### src/design/bfm_pkg.sv
`default_nettype none
package bfm_pkg;
  // Wishbone register byte offsets
  localparam logic [7:0] ADDR_CFG_WORD  = 8'h00;
  localparam logic [7:0] ADDR_FAULT_OUT_PIN_WORD = 8'h04;
  localparam logic [7:0] ADDR_STATUS    = 8'h08;
  localparam logic [7:0] ADDR_POR       = 8'h0C;
  // Serial word layout
  localparam int WORD_BITS     = 16;
  localparam int ADDR_MSB      = 15;
  localparam int ADDR_LSB      = 13;
  localparam int WR_BIT        = 12;
  localparam logic [4:0] WORD_COUNT = 5'd16;
  // Register indices
  localparam logic [2:0] REG_TIMING = 3'd0;
  localparam logic [2:0] REG_THRESH = 3'd1;
  localparam logic [2:0] REG_MASK   = 3'd6;
  localparam logic [2:0] REG_RUN    = 3'd7;
  // Field positions
  localparam int BLANK_LSB   = 6;
  localparam int BLANK_MSB   = 9;
  localparam int THRESH_LSB  = 0;
  localparam int THRESH_MSB  = 5;
  localparam int RUN_BIT     = 0;
  localparam int HALT_BIT    = 6;
  // Diagnostic word bit positions
  localparam int DG_FF  = 15;
  localparam int DG_POR = 14;
  localparam int DG_VA  = 8;
  localparam int DG_AH  = 5;
  // Power-on values of the eight registers
  localparam logic [11:0] RST_VAL [8] = '{12'h214, 12'h3E0, 12'h010, 12'h054,
                                         12'h0F4, 12'h080, 12'h000, 12'h200};
  localparam logic [15:0] FAULT_OUT_PIN_POR_VAL = 16'hC000;
  // Timing
  localparam int CLK_HZ       = 20_000_000;
  localparam int BLANK_STEP_NS = 400;
  localparam int BLANK_STEP_CYC = (BLANK_STEP_NS * (CLK_HZ / 1_000_000) + 999) / 1000;
  localparam int THRESH_STEP_MV = 25;
  localparam int BOOT_TIMEOUT_US = 100;
  localparam int BOOT_TIMEOUT_CYC = BOOT_TIMEOUT_US * (CLK_HZ / 1_000_000);
  localparam int BLANK_W = 7;
  localparam int BOOT_W  = 12;
endpackage : bfm_pkg
`default_nettype wire

### src/design/bfm_top.sv
// What this block does
// - Brown-out repeats the full power-on reset
// - Recharge bootstrap via low side before high
// - Low bootstrap during high drive starts recharge
// - Recharge timeout: fault low, outputs off, bit
// - Bootstrap fault latched until reset or access
// - Threshold is 6-bit code times 25 mV
// - Blank delays comparison after each turn-on
// - Blank time is 4-bit code times 400 ns
// - Short after blank flags; halt latches it
// - Low-side excess shows short to supply
// - High-side excess shows short to ground
// - Any short drives fault output low
// - Fault pin untyped; diagnostic bits give type
// - Only serial run bit starts the motor
// - Shift serial input on rising clock
// - Ignore serial clock while strobe high
// - Sixteen bits then strobe rise commits word
// - Bad count discards, no reset, sets flag
// - Output MSB first, advance on falling edge
// - Top three bits address, bit 12 writes
// - Write returns diagnostic, read returns register
// - Diagnostic reset keeps still-active faults
//
// The implementer's own choices: the address map and the Wishbone register port.
`default_nettype none
module bfm_top
  import bfm_pkg::*;
(
  input  wire logic        clk_i,
  input  wire logic        rst_i,
  input  wire logic        por_i,
  input  wire logic        reset_in_low_i,
  input  wire logic        strobe_n_i,
  input  wire logic        sck_i,
  input  wire logic        serial_in_i,
  output logic             serial_out_o,
  output logic             serial_out_oe_o,
  input  wire logic [2:0]  hs_req_i,
  input  wire logic [2:0]  ls_req_i,
  input  wire logic [2:0]  boot_ok_on_i,
  input  wire logic [2:0]  boot_ok_off_i,
  input  wire logic [2:0]  hs_vds_over_i,
  input  wire logic [2:0]  ls_vds_over_i,
  output logic [2:0]       hs_gate_o,
  output logic [2:0]       ls_gate_o,
  output logic [5:0]       short_threshold_code_o,
  output logic             fault_out_pin_o,
  output logic             motor_run_o,
  input  wire logic        wb_cyc_i,
  input  wire logic        wb_stb_i,
  input  wire logic        wb_we_i,
  input  wire logic [7:0]  wb_adr_i,
  input  wire logic [3:0]  wb_sel_i,
  input  wire logic [31:0] wb_dat_i,
  output logic [31:0]      wb_dat_o,
  output logic             wb_ack_o
);
  import bfm_pkg::*;

  typedef enum logic [2:0] {
    BS_IDLE   = 3'b001,
    BS_CHARGE = 3'b010,
    BS_DRIVE  = 3'b100
  } bfm_boot_t;

  typedef struct packed {
    logic [8*12-1:0]     regs;
    logic [15:0]         fault_out_pin;
    logic [15:0]         shift;
    logic [15:0]         out_word;
    logic [4:0]          edges;
    logic                sck_d;
    logic                stb_d;
    logic                serial_out;
    logic [2:0]          hs_d;
    logic [2:0]          ls_d;
    logic [6*BLANK_W-1:0] blank;
    logic [3*BOOT_W-1:0] boot_cnt;
    logic [8:0]          boot_st;
    logic [2:0]          boot_flt;
    logic [5:0]          short_lat;
    logic                ack;
    logic [31:0]         rdat;
  } bfm_state_t;

  bfm_state_t s_r, s_nxt;

  function automatic logic [11:0] reg_of(input logic [8*12-1:0] r, input logic [2:0] i);
    reg_of = r[i*12 +: 12];
  endfunction

  logic [11:0] timing_cfg_reg, threshold_cfg_reg, run_reg, mask_reg;
  logic        halt_on_fault;
  logic [3:0]  blank_count_code;
  logic [BLANK_W-1:0] blank_len;
  logic [5:0]  short_now, short_seen;
  logic [2:0]  boot_seen;
  logic [15:0] fault_out_pin_live;
  logic        outputs_off;
  logic        sck_rise, sck_fall, stb_fall, stb_rise;
  logic        fault_out_pin_clr;
  logic        wb_hit;

  always_comb begin
    timing_cfg_reg    = reg_of(s_r.regs, REG_TIMING);
    threshold_cfg_reg = reg_of(s_r.regs, REG_THRESH);
    run_reg           = reg_of(s_r.regs, REG_RUN);
    mask_reg          = reg_of(s_r.regs, REG_MASK);
    halt_on_fault     = run_reg[HALT_BIT];
    blank_count_code  = timing_cfg_reg[BLANK_MSB:BLANK_LSB];
    blank_len = BLANK_W'(blank_count_code * BLANK_STEP_CYC);
    sck_rise  = sck_i & ~s_r.sck_d & ~strobe_n_i;
    sck_fall  = ~sck_i & s_r.sck_d & ~strobe_n_i;
    stb_fall  = ~strobe_n_i & s_r.stb_d;
    stb_rise  = strobe_n_i & ~s_r.stb_d;
    for (int i = 0; i < 3; i++) begin
      // Blank-gated comparison; mask bits AH..CL sit at 5..0, high then low per phase
      short_now[2*i+1] = hs_vds_over_i[i] & s_r.hs_d[i] & ~mask_reg[DG_AH-2*i]
                         & (s_r.blank[(2*i+1)*BLANK_W +: BLANK_W] == '0);
      short_now[2*i]   = ls_vds_over_i[i] & s_r.ls_d[i] & ~mask_reg[DG_AH-1-2*i]
                         & (s_r.blank[(2*i)*BLANK_W +: BLANK_W] == '0);
      boot_seen[i] = s_r.boot_flt[i] & ~mask_reg[DG_VA-i];
    end
    short_seen = short_now | s_r.short_lat;
    outputs_off = (|s_r.boot_flt) | (halt_on_fault & (|s_r.short_lat));
    fault_out_pin_live = '0;
    for (int i = 0; i < 3; i++) begin
      fault_out_pin_live[DG_VA-i]     = boot_seen[i];
      fault_out_pin_live[DG_AH-2*i]   = short_now[2*i+1];
      fault_out_pin_live[DG_AH-1-2*i] = short_now[2*i];
    end
    wb_hit = wb_cyc_i & wb_stb_i & ~s_r.ack;
  end

  always_comb begin
    s_nxt = s_r;
    s_nxt.sck_d = sck_i;
    s_nxt.stb_d = strobe_n_i;
    s_nxt.hs_d  = hs_gate_o;
    s_nxt.ls_d  = ls_gate_o;
    fault_out_pin_clr = 1'b0;
    // Serial port
    if (stb_fall) begin
      s_nxt.edges = '0;
      s_nxt.out_word = s_r.fault_out_pin;
      s_nxt.serial_out = s_r.fault_out_pin[DG_FF];
    end else if (sck_rise) begin
      s_nxt.shift = {s_r.shift[14:0], serial_in_i};
      if (s_r.edges != 5'h1F)
        s_nxt.edges = s_r.edges + 5'd1;
      if (s_r.edges == 5'd0)
        s_nxt.out_word = s_r.fault_out_pin;
      if (s_r.edges == 5'd3) begin
        // Once address and write flag are in, choose the return word
        // Four bits (15..12) already left; load the rest pre-shifted so bit 11 goes out next
        if (!serial_in_i)
          s_nxt.out_word = {1'b0, reg_of(s_r.regs, s_r.shift[2:0]), 3'b000};
        else
          s_nxt.out_word = {s_r.fault_out_pin[12:0], 3'b000};
      end
    end else if (sck_fall) begin
      s_nxt.out_word = {s_r.out_word[14:0], 1'b0};
      s_nxt.serial_out = s_r.out_word[14];
    end
    if (stb_rise) begin
      if (s_r.edges == WORD_COUNT) begin
        if (s_r.shift[WR_BIT])
          s_nxt.regs[s_r.shift[ADDR_MSB:ADDR_LSB]*12 +: 12] = s_r.shift[11:0];
        fault_out_pin_clr = 1'b1;
      end else begin
        s_nxt.fault_out_pin[DG_FF] = 1'b1;
      end
    end
    if (!reset_in_low_i)
      fault_out_pin_clr = 1'b1;
    // Per-MOSFET blank timers
    for (int i = 0; i < 3; i++) begin
      if (hs_gate_o[i] & ~s_r.hs_d[i])
        s_nxt.blank[(2*i+1)*BLANK_W +: BLANK_W] = blank_len;
      else if (s_r.blank[(2*i+1)*BLANK_W +: BLANK_W] != '0)
        s_nxt.blank[(2*i+1)*BLANK_W +: BLANK_W] = s_r.blank[(2*i+1)*BLANK_W +: BLANK_W] - 1'b1;
      if (ls_gate_o[i] & ~s_r.ls_d[i])
        s_nxt.blank[(2*i)*BLANK_W +: BLANK_W] = blank_len;
      else if (s_r.blank[(2*i)*BLANK_W +: BLANK_W] != '0)
        s_nxt.blank[(2*i)*BLANK_W +: BLANK_W] = s_r.blank[(2*i)*BLANK_W +: BLANK_W] - 1'b1;
    end
    // Bootstrap management per phase
    for (int i = 0; i < 3; i++) begin
      case (s_r.boot_st[3*i +: 3])
        BS_IDLE: begin
          if (hs_req_i[i] & run_reg[RUN_BIT] & ~outputs_off) begin
            s_nxt.boot_st[3*i +: 3] = boot_ok_on_i[i] ? BS_DRIVE : BS_CHARGE;
            s_nxt.boot_cnt[BOOT_W*i +: BOOT_W] = '0;
          end
        end
        BS_CHARGE: begin
          if (boot_ok_on_i[i])
            s_nxt.boot_st[3*i +: 3] = BS_DRIVE;
          else if (s_r.boot_cnt[BOOT_W*i +: BOOT_W] == BOOT_W'(BOOT_TIMEOUT_CYC - 1)) begin
            s_nxt.boot_flt[i] = ~mask_reg[DG_VA-i];
            s_nxt.boot_st[3*i +: 3] = BS_IDLE;
          end else
            s_nxt.boot_cnt[BOOT_W*i +: BOOT_W] = s_r.boot_cnt[BOOT_W*i +: BOOT_W] + 1'b1;
        end
        BS_DRIVE: begin
          if (~hs_req_i[i] | outputs_off | ~run_reg[RUN_BIT])
            s_nxt.boot_st[3*i +: 3] = BS_IDLE;
          else if (~boot_ok_off_i[i]) begin
            s_nxt.boot_st[3*i +: 3] = BS_CHARGE;
            s_nxt.boot_cnt[BOOT_W*i +: BOOT_W] = '0;
          end
        end
        default: s_nxt.boot_st[3*i +: 3] = BS_IDLE;
      endcase
    end
    // Fault latching; set wins over clear
    if (fault_out_pin_clr) begin
      s_nxt.fault_out_pin = fault_out_pin_live;
      s_nxt.boot_flt = s_nxt.boot_flt & ~s_r.boot_flt;
      s_nxt.short_lat = short_now;
      if (stb_rise && s_r.edges != WORD_COUNT)
        s_nxt.fault_out_pin[DG_FF] = 1'b1;
    end else begin
      s_nxt.fault_out_pin = s_nxt.fault_out_pin | fault_out_pin_live;
      if (halt_on_fault)
        s_nxt.short_lat = s_r.short_lat | short_now;
    end
    if (|s_nxt.fault_out_pin[13:0])
      s_nxt.fault_out_pin[DG_FF] = 1'b1;
    // Wishbone slave
    s_nxt.ack = wb_hit;
    s_nxt.rdat = '0;
    if (wb_hit) begin
      case (wb_adr_i)
        ADDR_CFG_WORD: s_nxt.rdat = {20'h0_0000, threshold_cfg_reg};
        ADDR_FAULT_OUT_PIN_WORD: s_nxt.rdat = {16'h0000, s_r.fault_out_pin};
        ADDR_STATUS: s_nxt.rdat = {26'h000_0000, short_seen};
        default: s_nxt.rdat = '0;
      endcase
      if (wb_we_i && wb_adr_i == ADDR_STATUS && wb_sel_i[0])
        s_nxt.short_lat = s_nxt.short_lat & ~wb_dat_i[5:0] | short_now;
    end
  end

  always_ff @(posedge clk_i) begin
    if (rst_i || por_i) begin
      s_r <= '0;
      s_r.regs <= {RST_VAL[7], RST_VAL[6], RST_VAL[5], RST_VAL[4],
                   RST_VAL[3], RST_VAL[2], RST_VAL[1], RST_VAL[0]};
      s_r.fault_out_pin <= FAULT_OUT_PIN_POR_VAL;
      s_r.boot_st <= {BS_IDLE, BS_IDLE, BS_IDLE};
      s_r.sck_d <= 1'b0;
      s_r.stb_d <= 1'b1;
    end else begin
      s_r <= s_nxt;
    end
  end

  always_comb begin
    for (int i = 0; i < 3; i++) begin
      hs_gate_o[i] = (s_r.boot_st[3*i +: 3] == BS_DRIVE) & ~outputs_off;
      ls_gate_o[i] = ((s_r.boot_st[3*i +: 3] == BS_CHARGE) | (ls_req_i[i] & ~hs_req_i[i]))
                     & run_reg[RUN_BIT] & ~outputs_off;
    end
  end

  assign motor_run_o            = run_reg[RUN_BIT] & ~outputs_off;
  assign short_threshold_code_o = threshold_cfg_reg[THRESH_MSB:THRESH_LSB];
  assign fault_out_pin_o        = ~(|short_seen | outputs_off);
  assign serial_out_o           = s_r.serial_out;
  assign serial_out_oe_o        = ~strobe_n_i;
  assign wb_dat_o               = s_r.rdat;
  assign wb_ack_o               = s_r.ack;
endmodule : bfm_top
`default_nettype wire

### config.mk
export PLATFORM = sky130hd
export DESIGN_NAME = bfm_top
export DESIGN_NICKNAME = d
export VERILOG_FILES = /design/src/design/bfm_pkg.sv /design/src/design/bfm_top.sv
export SDC_FILE = /design/constraint.sdc
export NUM_CORES = 1
export LEC_CHECK = 0
export CAP_MARGIN = 15
export CELL_PAD_IN_SITES_DETAIL_PLACEMENT = 0
export CELL_PAD_IN_SITES_GLOBAL_PLACEMENT = 2
export CORE_ASPECT_RATIO = 1.5
export CORE_MARGIN = 1
export CORE_UTILIZATION = 30
export CTS_CLUSTER_SIZE = 30
export DETAILED_ROUTE_END_ITERATION = 6
export DONT_BUFFER_PORTS = 1
export GPL_ROUTABILITY_DRIVEN = 0
export PLACE_DENSITY = 0.65
export SLEW_MARGIN = 25
export SYNTH_ARGS = -nofsm -noshare
export SYNTH_HDL_FRONTEND = slang
export SYNTH_SLANG_ARGS = --single-unit
### constraint.sdc
create_clock -name clk_i -period 7.3 [get_ports clk_i]
set_clock_uncertainty 0.05 [all_clocks]
set_input_delay 0.73 -clock clk_i [delete_from_list [all_inputs] [get_ports clk_i]]
set_output_delay 0.73 -clock clk_i [all_outputs]
set_load 0.02 [all_outputs]
Word level (Yosys, flattened, before mapping)
Cells that the tools add are included.

Add/sub/neg operators: 11. Multipliers: 2. Shift operators: 3. Reduce and logical (&&, ||, !) cells: 52. Equal/unequal tests: 41. Multiplexer cells: 85. Bitwise logic cells: 101.

Operator list (number): 2-to-1 mux 12 bit (15); case mux 12 bit (3 select lines) (3); bitwise mux 96 bit (1); variable shift 12 x 34 -> 96 bit (first input constant) (1); variable part select 12 x 34 -> 96 bit (1); variable part select 96 x 8 -> 12 bit (1); 2-to-1 mux 7 bit (12); 2-to-1 mux 15 bit (5); 2-to-1 mux 3 bit (19); AND 1 bit (55); case mux 16 bit (3 select lines) (1); zero test 7 bit (6); nonzero test 7 bit (6); subtractor 7 x 1 -> 7 bit (second input constant) (6); adder 12 x 1 -> 12 bit (second input constant) (3); == test 12 x 11 -> 1 bit (second input constant) (3); negator 7 -> 34 bit (1); != test 2 bit (second input constant) (15); NOT 1 bit (28); case mux 3 bit (3 select lines) (3); 2-to-1 mux 6 bit (4); 2-to-1 mux 20 bit (1); 2-to-1 mux 1 bit (18); != test 3 bit (second input constant) (6); 34 further kinds (81).

Logic and storage cells: 328. Output and inout bits: 49. Input bits: 72. Register bits after elaboration: 286.

Logic depth before layout (Yosys ltp)
Depth in word-level cells: 10. Depth in mapped cells: 14.

Least setup slack after synthesis
OpenSTA, ideal clock, no wires.

Kind: reg-to-reg. From: reg s_r[173] in the netlist's numbering. To: reg s_r (netlist bit mask_reg[0]). Arrival: 3204 ps. Slack: 3918 ps. Data required time: 7122 ps. Period minus slack after synthesis: 3382 ps. Buffers on the path: 1. Stages on the path, launching flop included: 13. Cell sequence: dfxtp_1 -> ha_1 -> fa_1 -> xor2_1 -> nor2_1 -> ha_1 -> clkbuf_1 -> or3b_2 -> a21oi_1 -> o21ai_0 -> nor3_2 -> mux2i_1 -> nor2_1.

Longest elaborated chain between the ends: 4. Elaborated cells on any way between the ends: 5.

RTL lines: from (decl) (RTL line bfm_top.sv:87) `bfm_state_t s_r, s_nxt;`; from (signal assigned) (RTL line bfm_top.sv:256) `s_r <= s_nxt;`; multiplier 3 x 2 -> 5 bit * (RTL line bfm_top.sv:169) `s_nxt.regs[s_r.shift[ADDR_MSB:ADDR_LSB]*12 +: 12] = s_r.shift[11:0];`; negator 7 -> 34 bit * (RTL line bfm_top.sv:169); variable part select 12 x 34 -> 96 bit / variable shift 12 x 34 -> 96 bit (equally long branches) (RTL line bfm_top.sv:169); bitwise mux 96 bit * (RTL line bfm_top.sv:169).

Every way passes the cells marked *; elsewhere a longest branch is shown, timed or not. A chain may end at the register's enable or synchronous reset.

Final worst setup path
From: reg s_r[174] in the netlist's numbering. To: reg s_r[223] in the netlist's numbering.

The elaborated chain is that of the path after synthesis.

==> flow_summary.toml <==
[outcome]
status = "finished clean"

[drt]
wl_per_cell_um = 21.7
met2_wirelength_um = 25700
avgViaCountPerCell = 5.36
drc_errors = 0
ant_nets = 0
topRoutingLayerUsed = "met4"
num_vias = 12100
drt-met1-wl_um = 19600
wl_met3_um = 1680
first_pass_iters = 5
drt_iter0_drc = 638
routed_wl_um = 49100

[sta]
slew_violations = 0
fmax_ghz = 0.209
setup_ws_ns = 2.51
fin_crit_sh_pct = 65.7
slew_headroom_pct = 31.2
setup_viol = 0
rsz0062_at_grt = "false"
hold_viol = 0
fin_crit_ns = 4.79
tightest_slew_ns = 1.03
setup_tns_ns = 0

[floorplanning]
fp.dieW_um = 181
rows = 98
die-area_um2 = 49000
initial_core_util_pct = 30.3
io_pins = 121
core_area_um2 = 47600
dieHeight_um = 271

[yosys]
synth_mux_area_share_pct = 9.93
synth_top_family_by_area = "simple AND/OR/NAND/NOR gates"
synthFlopType = "dfxtp_1"
synth_xor_area_share_pct = 4.16
synth_area_per_cell_um2 = 8.31
synthAdderAreaFrac_pct = 2.22
synth_area_um2 = 14400
synthCells = 1738
yosys_warnings = 0
async_flop_share_pct = 0
synthSimpleGateAreaFrac_pct = 24.1
ys_seq_elements = 270
synth_top_area_share_pct = 37.4
yosys-top-cells-area = "dfxtp_1 (37%), nor2_1 (5.6%), mux2i_1 (5.4%)"
yosysTopAreaCell = "dfxtp_1"
synth_compound_area_share_pct = 15.8
yosysSeqAreaShare_pct = 37.4
synth-edff-count = 0
ys_types = 81

[placement]
placed_area_um2 = 14700
io_buffers = 0
dp.cells = 2213
dp_slack_ns = 2.53
place_hpwl_um = 36200

[worst_setup_path]
end_kind = "register"
cp_cell_sequence = "fa_1, xor2_1, nor2_1, ha_1, inv_1, nor2_1, nand4_1, mux2i_1, nor2_1"
path_max_fanout = 22
crit_path_max_incr_delay_ns = 0.91
required_ns = 7.68
start_kind = "register"
arrival_ns = 5.17
critPathBufInv = 1
cpLargestDelayFamily = "simple AND/OR/NAND/NOR gates"
crit_type = "reg -> reg"
slowest_stage = "dfxtp_1"
crit_top_cell = "nor2_1"

[power]
p_leak_nw = 5.42
p_total_mw = 4.44
ir_worst_vdd_mv = 0.175
p_per_area_nw_per_um2 = 284

[finish]
drive_gt1_share_pct = 7.92
nets = 1741
fill_cells = 5043
antenna_cells = 0
fin_area_um2 = 15600
fin_cells = 2266
syn_to_final_growth_pct = 8.19
largest_register_ffs = 218

[clocking]
cts_setup_buffers = 0
clock-root-buffer = "clkbuf_16"
h-tree-depth = 1
tritoncts = "built"
cts_made_buffers = 29
clkTransAtPathRegs_ns = 0.07
cts.path.max_buffers = 3
cts-resized-gates = 0
cts.hold.buffers_added = 0
clk_latency_ns = 0.58
clkSinkCount = 270

[global_routing]
track_usage_pct = 19.7
grt_pass1_vias = 12000
grt_pass1_wl_um = 74500
grt-ovfl-total = 0
antenna_found_initial = 0
grt_max_degree = 78

[run]
max_cap_violations = 0

[hold_path]
hp-class = "in -> reg"
## cell type report
type / instances / area, um2 / area share [%]
multi-input combinational: 1285 / 8230 / 52.7
sequential: 270 / 5410 / 34.6
clock buffer: 40 / 807 / 5.17
inverter: 43 / 161 / 1.03
timing repair buffer: 15 / 113 / 0.721
tap: 600 / 751 / 4.81
clock inverter: 13 / 146 / 0.937
## worst register-to-register path, delay by kind of cell (launching register included)
kind,cells,cell delay [ns]
adders and majority gates,2,1.33
xor gates and xnor gates,1,0.35
muxes,1,0.28
DFF,1,0.91
and+or+nand+nor,4,1.51
buffers and inverters,1,0.22
## power breakdown
group / switching, mW / total (mW) / internal [mW]
logic: 0.686 / 1.23 / 0.546
clock network: 0.642 / 1.52 / 0.876
registers: 0.0963 / 1.69 / 1.59
## Yosys cell counts (14+ instances only)
cell type,n
a22oi_1,21
dfxtp_1,270
nor4_1,20
and2_1,29
nand4_1,18
mux4_2,24
nor3_1,63
nor2b_1,14
or3_1,27
nand3_1,42
inv_1,43
nand2b_1,23
xnor2_1,38
and3_1,26
buf_4,45
nor2_1,214
o21ai_0,74
nand2_1,163
xor2_1,25
mux2i_1,78
clkbuf_1,96
ha_1,24
a21oi_1,132
a211oi_1,22
## cell families (layout without fill, tap and decap cells)
kind of cell / count (synthesis) / after routing
simple gates: 706 / 706
compound gates: 360 / 360
flops: 270 / 270
buf+inv: 198 / 111
mux: 112 / 112
xor+xnor: 66 / 66
fa+ha+maj: 25 / 25
other cells: 1 / 16
## per-layer routing
metal | up-vias | GRT usage [%]
li1 | 5906 | -
met1 | 5916 | 22.1
met2 | 232 | 36.8
met3 | 84 | 2.41
met4 | 0 | 8.92
met5 | - | 0
## layout by cell type, fill, tap and decap left out, drive strengths merged, types with 29 or more instances in the layout
cell,n
dfxtp,270
nor2,214
nand2,163
a21oi,132
mux2i,78
o21ai,78
nor3,67
inv,44
nand3,42
xnor2,40
clkbuf,40
and2,29
## final timing paths
| kind | cells past startpoint | endpoint | slack (ns) | from |
|---|---|---|---|---|
| max | 9 | s_r[223] | 2.51 | s_r[174] |
| min | 2 | s_r[159] | 0.23 | serial_in_i |
| max reg2reg | 9 | s_r[223] | 2.51 | s_r[174] |
| min reg2reg | 2 | s_r[215] | 0.41 | s_r[215] |
## metrics by stage
stage / hold slack (ns) / util, %
after global routing: 0.221 / 32.8
after floorplan: 0.379 / -
after CTS: 0.203 / 32.8
after detailed placement: 0.394 / 30.8
final: 0.234 / 32.8
after global placement: 0.385 / 30.7
(Power assumes the default switching activity.)
